[src/sdrtc_pkg.sv]
package sdrtc_pkg;

    // =====================================================================
    // register map (byte addresses)
    localparam logic [11:0] SDRTC_OFF_REFRESH  = 12'h000;
    localparam logic [11:0] SDRTC_OFF_READCFG  = 12'h004;
    localparam logic [11:0] SDRTC_OFF_PRECHG   = 12'h008;
    localparam logic [11:0] SDRTC_OFF_ACT2PRE  = 12'h00C;
    localparam logic [11:0] SDRTC_OFF_SREXIT   = 12'h010;
    localparam logic [11:0] SDRTC_OFF_STATUS   = 12'h014;

    // =====================================================================
    // field widths and positions
    localparam int SDRTC_REFRESH_W = 11;
    localparam int SDRTC_READCFG_W = 2;
    localparam int SDRTC_TIMING_W  = 4;
    localparam int SDRTC_FIELD_LSB = 0;
    localparam int SDRTC_PRESCALE_W = 4;

    // =====================================================================
    // reset values
    localparam logic [10:0] SDRTC_REFRESH_RST = 11'h000;
    localparam logic [1:0]  SDRTC_READCFG_RST = 2'h0;
    localparam logic [3:0]  SDRTC_TIMING_RST  = 4'hF;

    // =====================================================================
    // refresh prescale: 16 bus clock ticks per interval unit
    localparam logic [3:0]  SDRTC_PRESCALE_LAST = 4'hF;

    // =====================================================================
    // read capture strategies
    typedef enum logic [1:0] {
        SDRTC_RD_CLKOUT_DLY = 2'b00,
        SDRTC_RD_CMD_DLY    = 2'b01,
        SDRTC_RD_CMD_DLY_P1 = 2'b10,
        SDRTC_RD_CMD_DLY_P2 = 2'b11
    } sdrtc_rd_t;

    // apb access phases
    typedef enum logic [1:0] {
        SDRTC_ST_IDLE = 2'b00,
        SDRTC_ST_WAIT = 2'b01,
        SDRTC_ST_DONE = 2'b10
    } sdrtc_st_t;

    // timing outputs for the command sequencer
    typedef struct packed {
        logic                       cmd_delayed;
        logic                       use_feedback_clk;
        logic [1:0]                 extra_latency;
        logic [4:0]                 precharge_cycles;
        logic [4:0]                 act2pre_cycles;
        logic [4:0]                 srexit_cycles;
    } sdrtc_timing_t;

    typedef struct packed {
        sdrtc_st_t                  st;
        logic                       pready;
        logic                       pslverr;
        logic [31:0]                prdata;
        logic [10:0]                refresh_interval;
        logic [1:0]                 read_strategy;
        logic [3:0]                 precharge;
        logic [3:0]                 act2pre;
        logic [3:0]                 srexit;
        logic [3:0]                 prescale;
        logic [10:0]                count;
        logic                       pending;
        logic                       refresh_req;
        sdrtc_timing_t              timing;
    } sdrtc_state_t;

endpackage : sdrtc_pkg

[src/sdrtc_refresh_timing.sv]
// Our own choices: the address map and the APB slave port.
`timescale 1ns/100ps
// Contract
// - 11-bit refresh field, zero disables refresh
// - refresh spacing is 16 times n
// - refresh evenly spaced, issue may slip
// - refresh counter runs on bus clock
// - one setting serves all chip selects
// - strategy 00: delayed output clock capture
// - strategy 01: command delayed via feedback
// - 10/11 add one/two capture cycles
// - precharge code n gives n+1, F=16
// - active-to-precharge n+1, F=16
// - self-refresh exit n+1, F=16
// - every access takes one wait state
// - upper bits undefined, write zeros
module sdrtc_refresh_timing
    import sdrtc_pkg::*;
(
    // clock and reset
    input  wire logic                pclk,
    input  wire logic                presetn,
    // apb slave
    input  wire logic                psel,
    input  wire logic                penable,
    input  wire logic                pwrite,
    input  wire logic [11:0]         paddr,
    input  wire logic [31:0]         pwdata,
    output logic                     pready,
    output logic                     pslverr,
    output logic [31:0]              prdata,
    // command sequencer side
    input  wire logic                refresh_ack,
    output logic                     refresh_req,
    output logic [10:0]              refresh_interval,
    output sdrtc_timing_t            timing
);

    // =====================================================================
    // helpers
    function automatic logic [4:0] sdrtc_cycles(input logic [3:0] code);
        sdrtc_cycles = {1'b0, code} + 5'h01;
    endfunction : sdrtc_cycles

    function automatic logic sdrtc_mapped(input logic [11:0] a);
        sdrtc_mapped = (a == SDRTC_OFF_REFRESH) || (a == SDRTC_OFF_READCFG) ||
                       (a == SDRTC_OFF_PRECHG) || (a == SDRTC_OFF_ACT2PRE) ||
                       (a == SDRTC_OFF_SREXIT) || (a == SDRTC_OFF_STATUS);
    endfunction : sdrtc_mapped

    // =====================================================================
    // state
    sdrtc_state_t s_reg;
    sdrtc_state_t s_next;
    logic         setup_seen;
    logic         wr_done;
    logic         rd_done;

    assign setup_seen = psel && !penable;
    assign wr_done    = psel && penable && pwrite && s_reg.pready;
    assign rd_done    = psel && penable && !pwrite && s_reg.pready;

    always_comb
    begin
        s_next         = s_reg;
        s_next.pslverr = 1'b0;
        s_next.pready  = 1'b0;
        // =================================================================
        // apb: setup, one wait cycle, then ready
        case (s_reg.st)
            SDRTC_ST_IDLE:
            begin
                if (setup_seen)
                begin
                    s_next.st = SDRTC_ST_WAIT;
                end
            end
            SDRTC_ST_WAIT:
            begin
                s_next.st     = SDRTC_ST_DONE;
                s_next.pready = 1'b1;
                s_next.pslverr = !sdrtc_mapped(paddr);
                s_next.prdata = 32'h0000_0000;
                case (paddr)
                    SDRTC_OFF_REFRESH: s_next.prdata[10:0] = s_reg.refresh_interval;
                    SDRTC_OFF_READCFG: s_next.prdata[1:0]  = s_reg.read_strategy;
                    SDRTC_OFF_PRECHG:  s_next.prdata[3:0]  = s_reg.precharge;
                    SDRTC_OFF_ACT2PRE: s_next.prdata[3:0]  = s_reg.act2pre;
                    SDRTC_OFF_SREXIT:  s_next.prdata[3:0]  = s_reg.srexit;
                    SDRTC_OFF_STATUS:  s_next.prdata[10:0] = s_reg.count;
                    default:           s_next.prdata       = 32'h0000_0000;
                endcase
            end
            SDRTC_ST_DONE:
            begin
                s_next.st = SDRTC_ST_IDLE;
            end
            default:
            begin
                s_next.st = SDRTC_ST_IDLE;
            end
        endcase
        // =================================================================
        // writes land at the completing edge
        if (s_reg.st == SDRTC_ST_DONE && psel && penable && pwrite)
        begin
            case (paddr)
                SDRTC_OFF_REFRESH: s_next.refresh_interval = pwdata[10:0];
                SDRTC_OFF_READCFG: s_next.read_strategy    = pwdata[1:0];
                SDRTC_OFF_PRECHG:  s_next.precharge        = pwdata[3:0];
                SDRTC_OFF_ACT2PRE: s_next.act2pre          = pwdata[3:0];
                SDRTC_OFF_SREXIT:  s_next.srexit           = pwdata[3:0];
                default:           s_next.srexit           = s_next.srexit;
            endcase
        end
        // =================================================================
        // refresh timer on the bus clock
        s_next.prescale = s_reg.prescale + 4'h1;
        if (s_reg.refresh_interval == 11'h000)
        begin
            s_next.prescale = 4'h0;
            s_next.count    = 11'h000;
            s_next.pending  = 1'b0;
        end
        else if (s_reg.prescale == SDRTC_PRESCALE_LAST)
        begin
            if (s_reg.count <= 11'h001)
            begin
                s_next.count   = s_reg.refresh_interval;
                s_next.pending = 1'b1;
            end
            else
            begin
                s_next.count = s_reg.count - 11'h001;
            end
        end
        // =================================================================
        // request held until the sequencer takes it
        if (s_reg.refresh_req && refresh_ack)
        begin
            s_next.refresh_req = 1'b0;
        end
        else if (s_reg.pending && !s_reg.refresh_req)
        begin
            s_next.refresh_req = 1'b1;
            s_next.pending     = s_next.pending && (s_reg.prescale == SDRTC_PRESCALE_LAST)
                                 && (s_reg.count <= 11'h001);
        end
        if (s_reg.refresh_interval == 11'h000)
        begin
            s_next.refresh_req = s_reg.refresh_req && !refresh_ack;
        end
        // =================================================================
        // decoded timing, shared by all chip selects
        s_next.timing.cmd_delayed      = (s_reg.read_strategy != SDRTC_RD_CLKOUT_DLY);
        s_next.timing.use_feedback_clk = (s_reg.read_strategy != SDRTC_RD_CLKOUT_DLY);
        case (s_reg.read_strategy)
            SDRTC_RD_CMD_DLY_P1: s_next.timing.extra_latency = 2'h1;
            SDRTC_RD_CMD_DLY_P2: s_next.timing.extra_latency = 2'h2;
            default:             s_next.timing.extra_latency = 2'h0;
        endcase
        s_next.timing.precharge_cycles = sdrtc_cycles(s_reg.precharge);
        s_next.timing.act2pre_cycles   = sdrtc_cycles(s_reg.act2pre);
        s_next.timing.srexit_cycles    = sdrtc_cycles(s_reg.srexit);
    end

    always_ff @(posedge pclk or negedge presetn)
    begin
        if (!presetn)
        begin
            s_reg                  <= '0;
            s_reg.st               <= SDRTC_ST_IDLE;
            s_reg.refresh_interval <= SDRTC_REFRESH_RST;
            s_reg.read_strategy    <= SDRTC_READCFG_RST;
            s_reg.precharge        <= SDRTC_TIMING_RST;
            s_reg.act2pre          <= SDRTC_TIMING_RST;
            s_reg.srexit           <= SDRTC_TIMING_RST;
            s_reg.timing           <= '{1'b0, 1'b0, 2'h0, 5'h10, 5'h10, 5'h10};
        end
        else
        begin
            s_reg <= s_next;
        end
    end

    // =====================================================================
    // outputs
    assign pready           = s_reg.pready;
    assign pslverr          = s_reg.pslverr;
    assign prdata           = s_reg.prdata;
    assign refresh_req      = s_reg.refresh_req;
    assign refresh_interval = s_reg.refresh_interval;
    assign timing           = s_reg.timing;

    // =====================================================================
    // assertions
    a_wait_state: assert property (@(posedge pclk) disable iff (!presetn)
        (psel && !penable) |=> !pready ##1 pready)
        else $error("access did not take one wait state");

    a_ready_once: assert property (@(posedge pclk) disable iff (!presetn)
        pready |=> !pready)
        else $error("ready held more than one cycle");

    a_refresh_off: assert property (@(posedge pclk) disable iff (!presetn)
        (refresh_interval == 11'h000 && !refresh_req) |=> !refresh_req)
        else $error("refresh raised while disabled");

    a_precharge_map: assert property (@(posedge pclk) disable iff (!presetn)
        $stable(s_reg.precharge) |=> timing.precharge_cycles == {1'b0, $past(s_reg.precharge)} + 5'h01)
        else $error("precharge cycles wrong");

    a_act2pre_map: assert property (@(posedge pclk) disable iff (!presetn)
        ##1 timing.act2pre_cycles == {1'b0, $past(s_reg.act2pre)} + 5'h01)
        else $error("active to precharge cycles wrong");

    a_srexit_map: assert property (@(posedge pclk) disable iff (!presetn)
        ##1 timing.srexit_cycles == {1'b0, $past(s_reg.srexit)} + 5'h01)
        else $error("self refresh exit cycles wrong");

    a_latency_map: assert property (@(posedge pclk) disable iff (!presetn)
        ##1 (timing.extra_latency == (($past(s_reg.read_strategy) == 2'b11) ? 2'h2 :
             ($past(s_reg.read_strategy) == 2'b10) ? 2'h1 : 2'h0)))
        else $error("extra latency wrong");

    a_strategy_dly: assert property (@(posedge pclk) disable iff (!presetn)
        ##1 (timing.cmd_delayed == ($past(s_reg.read_strategy) != 2'b00)))
        else $error("command delay select wrong");

    a_reload_gap: assert property (@(posedge pclk) disable iff (!presetn)
        (s_reg.refresh_interval != 11'h000 && s_reg.prescale == SDRTC_PRESCALE_LAST && s_reg.count <= 11'h001)
        |=> s_reg.count == $past(s_reg.refresh_interval) && s_reg.pending)
        else $error("refresh reload spacing wrong");

    a_upper_zero: assert property (@(posedge pclk) disable iff (!presetn)
        pready |-> prdata[31:11] == 21'h000000)
        else $error("upper read bits not zero");

    // =====================================================================
    // register and refresh checks
    a_done_state: assert property (@(posedge pclk) disable iff (!presetn)
        pready |-> s_reg.st == SDRTC_ST_DONE)
        else $error("ready outside completing cycle");

    a_slverr_ready: assert property (@(posedge pclk) disable iff (!presetn)
        pslverr |-> pready)
        else $error("error flag without ready");

    a_unmapped_zero: assert property (@(posedge pclk) disable iff (!presetn)
        (pready && pslverr) |-> prdata == 32'h0000_0000)
        else $error("unmapped read not zero");

    a_write_unmapped: assert property (@(posedge pclk) disable iff (!presetn)
        (wr_done && pslverr) |=> $stable(refresh_interval) && $stable(s_reg.read_strategy)
        && $stable(s_reg.precharge) && $stable(s_reg.act2pre) && $stable(s_reg.srexit))
        else $error("unmapped write changed a field");

    a_write_refresh: assert property (@(posedge pclk) disable iff (!presetn)
        (wr_done && paddr == SDRTC_OFF_REFRESH) |=> refresh_interval == $past(pwdata[10:0]))
        else $error("refresh write lost");

    a_write_readcfg: assert property (@(posedge pclk) disable iff (!presetn)
        (wr_done && paddr == SDRTC_OFF_READCFG) |=> s_reg.read_strategy == $past(pwdata[1:0]))
        else $error("strategy write lost");

    a_write_prechg: assert property (@(posedge pclk) disable iff (!presetn)
        (wr_done && paddr == SDRTC_OFF_PRECHG) |=> s_reg.precharge == $past(pwdata[3:0]))
        else $error("precharge write lost");

    a_write_act2pre: assert property (@(posedge pclk) disable iff (!presetn)
        (wr_done && paddr == SDRTC_OFF_ACT2PRE) |=> s_reg.act2pre == $past(pwdata[3:0]))
        else $error("active to precharge write lost");

    a_write_srexit: assert property (@(posedge pclk) disable iff (!presetn)
        (wr_done && paddr == SDRTC_OFF_SREXIT) |=> s_reg.srexit == $past(pwdata[3:0]))
        else $error("self refresh exit write lost");

    a_read_refresh: assert property (@(posedge pclk) disable iff (!presetn)
        (rd_done && paddr == SDRTC_OFF_REFRESH) |-> prdata[10:0] == refresh_interval)
        else $error("refresh read wrong");

    a_read_readcfg: assert property (@(posedge pclk) disable iff (!presetn)
        (rd_done && paddr == SDRTC_OFF_READCFG) |-> prdata[1:0] == s_reg.read_strategy)
        else $error("strategy read wrong");

    a_read_prechg: assert property (@(posedge pclk) disable iff (!presetn)
        (rd_done && paddr == SDRTC_OFF_PRECHG) |-> prdata[3:0] == s_reg.precharge)
        else $error("precharge read wrong");

    a_read_act2pre: assert property (@(posedge pclk) disable iff (!presetn)
        (rd_done && paddr == SDRTC_OFF_ACT2PRE) |-> prdata[3:0] == s_reg.act2pre)
        else $error("active to precharge read wrong");

    a_read_srexit: assert property (@(posedge pclk) disable iff (!presetn)
        (rd_done && paddr == SDRTC_OFF_SREXIT) |-> prdata[3:0] == s_reg.srexit)
        else $error("self refresh exit read wrong");

    a_feedback_sel: assert property (@(posedge pclk) disable iff (!presetn)
        ##1 (timing.use_feedback_clk == ($past(s_reg.read_strategy) != 2'b00)))
        else $error("feedback clock select wrong");

    a_shared_timing: assert property (@(posedge pclk) disable iff (!presetn)
        ($stable(s_reg.read_strategy) && $stable(s_reg.precharge) && $stable(s_reg.act2pre)
         && $stable(s_reg.srexit)) |=> $stable(timing))
        else $error("shared timing moved on its own");

    a_cycles_range: assert property (@(posedge pclk) disable iff (!presetn)
        timing.precharge_cycles != 5'h00 && timing.precharge_cycles <= 5'h10 && timing.act2pre_cycles != 5'h00
        && timing.act2pre_cycles <= 5'h10 && timing.srexit_cycles != 5'h00 && timing.srexit_cycles <= 5'h10)
        else $error("cycle count out of range");

    a_prescale_run: assert property (@(posedge pclk) disable iff (!presetn)
        s_reg.refresh_interval != 11'h000 |=> s_reg.prescale == $past(s_reg.prescale) + 4'h1)
        else $error("prescaler stalled");

    a_count_step: assert property (@(posedge pclk) disable iff (!presetn)
        (s_reg.refresh_interval != 11'h000 && s_reg.prescale != SDRTC_PRESCALE_LAST) |=> $stable(s_reg.count))
        else $error("countdown moved between ticks");

    a_count_down: assert property (@(posedge pclk) disable iff (!presetn)
        (s_reg.refresh_interval != 11'h000 && s_reg.prescale == SDRTC_PRESCALE_LAST && s_reg.count > 11'h001)
        |=> s_reg.count == $past(s_reg.count) - 11'h001)
        else $error("countdown step wrong");

    a_off_clear: assert property (@(posedge pclk) disable iff (!presetn)
        s_reg.refresh_interval == 11'h000 |=> s_reg.count == 11'h000 && s_reg.prescale == 4'h0 && !s_reg.pending)
        else $error("timer not cleared while disabled");

    a_req_hold: assert property (@(posedge pclk) disable iff (!presetn)
        (refresh_req && !refresh_ack) |=> refresh_req)
        else $error("refresh request dropped unacknowledged");

    a_req_drop: assert property (@(posedge pclk) disable iff (!presetn)
        (refresh_req && refresh_ack) |=> !refresh_req)
        else $error("refresh request held after ack");

    a_req_issue: assert property (@(posedge pclk) disable iff (!presetn)
        (s_reg.pending && !refresh_req && s_reg.refresh_interval != 11'h000) |=> refresh_req)
        else $error("pending refresh not raised");

    c_write: cover property (@(posedge pclk) disable iff (!presetn) pready && pwrite);
    c_read: cover property (@(posedge pclk) disable iff (!presetn) pready && !pwrite);
    c_refresh: cover property (@(posedge pclk) disable iff (!presetn) refresh_req && refresh_ack);
    c_unmapped: cover property (@(posedge pclk) disable iff (!presetn) pready && pslverr);
    c_slip: cover property (@(posedge pclk) disable iff (!presetn)
        (refresh_req && !refresh_ack) ##1 (refresh_req && !refresh_ack));

endmodule : sdrtc_refresh_timing

[config.mk]
export PLATFORM = sky130hd
export DESIGN_NAME = sdrtc_refresh_timing
export DESIGN_NICKNAME = d
export VERILOG_FILES = /design/src/sdrtc_pkg.sv /design/src/sdrtc_refresh_timing.sv
export SDC_FILE = /design/constraint.sdc
export NUM_CORES = 1
export LEC_CHECK = 0
export BUFFER_PORTS_ARGS = -buffer_cell sky130_fd_sc_hd__buf_2
export CAP_MARGIN = 20
export CORE_MARGIN = 2
export CORE_UTILIZATION = 40
export CTS_CLUSTER_SIZE = 20
export DETAILED_ROUTE_END_ITERATION = 10
export SYNTH_ARGS = -nofsm -noshare
export SYNTH_HDL_FRONTEND = slang
export SYNTH_SLANG_ARGS = --single-unit
[constraint.sdc]
create_clock -name pclk -period 2.3 [get_ports pclk]
set_clock_uncertainty 0.2 [all_clocks]
set_input_delay 0.115 -clock pclk [delete_from_list [all_inputs] [get_ports pclk]]
set_output_delay 0.115 -clock pclk [all_outputs]
set_load 0.005 [all_outputs]
==> results.sh <==
export IMPL_status="finished, violations left"
export IMPL_violations="negative hold slack"
export IMPL_hold_class="in2reg"
export IMPL_internal_power_mw=2.036
export IMPL_dieArea_um2=10860
export IMPL_sw_frac_of_total=0.2313
export IMPL_p_sw_uw=612.9
export IMPL_period_minus_slack_ns=2.197
export IMPL_synth_area_leaders="dfrtp_1, buf_4, dfstp_2"
export IMPL_die_w_um=104.2
export IMPL_crit_path_max_incr_delay_ns=0.63
export IMPL_path_clk_slew_ns=0.08
export IMPL_ant_nets=0
export IMPL_grt_max_degree=76
export IMPL_drt_iter0_drc=120
export IMPL_max_cap_violations=0
export IMPL_synth_area_um2=4018
export IMPL_peakVddDrop_v=0.0002884
export IMPL_floorplan_initialDensity=0.4110
export IMPL_slew_violations=0
export IMPL_rows=36
export IMPL_numClockSinks=75
export IMPL_arrival_ns=2.24
export IMPL_syn_inst=371
export IMPL_p_total_mw=2.649
export IMPL_vias_per_cell=5.084
export IMPL_ys_dominant_reg_cell="dfrtp_1"
export IMPL_critPathCaptureType="register"
export IMPL_place_inst=543
export IMPL_cts_setup_buffers=0
export IMPL_dpl_cell_area_um2=4278
export IMPL_finalSetupViolCount=0
export IMPL_seq_power_share=0.500
export IMPL_grt_pass1_wl_um=14630
export IMPL_num_vias=2949
export IMPL_synth_top_area_frac=0.3737
export IMPL_gp_congestion=0.9518
export IMPL_grt_pass1_vias=2949
export IMPL_ys_ff_latch=75
export IMPL_first_pass_iters=4
export IMPL_worst_path_most_repeated_cell="dlygate4sd3_1"
export IMPL_clock_latency_ns=0.36
export IMPL_io_buffers=72
export IMPL_hold_slack_ns=-0.06464
export IMPL_grt_use_total=0.1689
export IMPL_area_growth_synth_to_final_pct=17.94
export IMPL_rsz0062_at_grt="false"
export IMPL_postCtsHoldBufs=22
export IMPL_dpl_hpwl_um=6236
export IMPL_overflow=0
export IMPL_max_slew_worst_pin_slew_ns=0.5269
export IMPL_layout_setup_ws_ns=0.1026
export IMPL_cp_required_ns=2.35
export IMPL_leakage_nw=2.374
export IMPL_largest_reg_flops=32
export IMPL_wl_per_cell_um=15.14
export IMPL_async_reset_ff_frac=1.000
export IMPL_synth_edf_count=0
export IMPL_avgSynthCellArea_um2=10.83
export IMPL_crit_fanout=3
export IMPL_nets=498
export IMPL_cp_slowest_cell="dlygate4sd3_1"
export IMPL_clock_fmax_mhz=455.1
export IMPL_pre_cts_slack_ns=0.1670
export IMPL_final_core_util=0.4848
export IMPL_path_cells="dlygate4sd3_1 -> buf_2 -> nor2_2 -> dlygate4sd3_1 -> a41oi_1 -> dlygate4sd3_1"
export IMPL_cts_htree_levels=3
export IMPL_final_cells=580
export IMPL_diodes=0
export IMPL_pwr_share_comb=0.054
export IMPL_synth_cell_types=57
export IMPL_setup_tns_ns=0
export IMPL_fin_crit_sh=0.9554
export IMPL_cts_root_buf="clkbuf_8"
export IMPL_drc_errors=0
export IMPL_r2r_slack_ns=0.13
export IMPL_wl_um=8783
export IMPL_yosysTopAreaCell="dfrtp_1"
export IMPL_fin_area_um2=4738
export IMPL_coreArea_um2=9774
export IMPL_cp_start_kind="primary input"
export IMPL_synth_most_common_cell="buf_4"
export IMPL_cts_buffers=9
export IMPL_antenna_found_initial=0
export IMPL_die_y_um=104.2
export IMPL_yosys_top_cells_count="buf_4, dfrtp_1, mux2_2"
export IMPL_io_pins=115
export IMPL_pwr_share_clk=0.446
export IMPL_ys_seq_area_frac=0.4718
export IMPL_path_class="in2reg"
export IMPL_slew_headroom=0.6458
export IMPL_cts_path_max_buffers=2
export IMPL_fillers=907
export IMPL_yosys_warnings=0
export IMPL_cts_tree="done"
export IMPL_power_density_nw_per_um2=559.1
export IMPL_drive_above_1_share=0.3803
export IMPL_final_hold_viol_count=2
-- placed cells by master (no fill, tap or decap), types with 5 or more instances in the layout --
cell type      count
buf_2             72
and3_1             6
buf_4             19
dfrtp_1           60
dfstp_2           15
nand2_1           14
a21oi_1            9
clkbuf_8          10
nor4_1             5
mux2i_1            6
o21ai_0            6
nor2_1            12
inv_1             17
ha_1               6
nor3_1            14
dlygate4sd3_1     20
nand3_1           14
mux2_2            23
conb_1            21
-- worst max-delay path: cells and delay by family --
family          cells  cell delay (ns)
buf+inv             4             1.88
simple gates        1             0.13
compound gates      1             0.12
-- path summary, 6_finish.rpt --
kind,endpoint,cells past startpoint,start
setup reg to reg,s_reg[25],6,s_reg[21]
max in group asynchronous,s_reg[36],3,presetn
hold / removal,prdata[0],4,paddr[7]
hold reg to reg,s_reg[32],1,s_reg[32]
min in group asynchronous,timing[10],3,presetn
setup / recovery,pslverr,6,paddr[5]
-- repair_timing --
| item | in CTS | in global routing |
|---|---|---|
| resized for setup | 0 | 4 |
| endpoints found under the hold margin | 105 | 2 |
| setup endpoints to repair | 0 | 8 |
-- power by group through the flow --
| stage | logic (mW) | registers (mW) | clock network, mW |
|---|---|---|---|
| final | 0.143 | 1.33 | 1.18 |
| after global routing | 0.160 | 1.33 | 1.28 |
| after CTS | 0.142 | 1.33 | 1.22 |
| after detailed placement | 0.114 | 1.35 | 0 |
| after global placement | 0.113 | 1.35 | 0 |
| after floorplan | 0.0679 | 1.35 | 0 |
-- per-layer routing --
layer,vias up,track usage,part of all wire,wire [um]
li1,1393,-,-,-
met1,1454,0.2127,0.42,3700
met2,88,0.2899,0.52,4529
met3,14,0.03133,0.047,414
met4,0,0.06081,0.016,139
met5,-,0,0,0
-- kinds of logic (layout without fill, tap and decap cells) --
logic type,count (synthesis),count (layout),share of synthesized area
compound gates,57,57,0.1050
xor+xnor,8,8,0.01744
fa+ha+maj,6,6,0.01869
buf+inv,90,146,0.1429
flops,75,75,0.4718
mux,33,33,0.09436
other cells,1,21,0.0009334
simple gates,101,101,0.1489
-- cell type report --
| class | instances | area [um^2] | share of cell area |
|---|---|---|---|
| clock inverters | 6 | 96.34 | 0.02033 |
| repair buffers | 113 | 735.7 | 0.1553 |
| multi-input cells | 226 | 1643 | 0.3467 |
| well taps | 133 | 166.4 | 0.03512 |
| clock buffers | 10 | 137.6 | 0.02905 |
| flip-flops and latches | 75 | 1896 | 0.4001 |
| inverters | 17 | 63.81 | 0.01347 |
(Power assumes the default switching activity.)
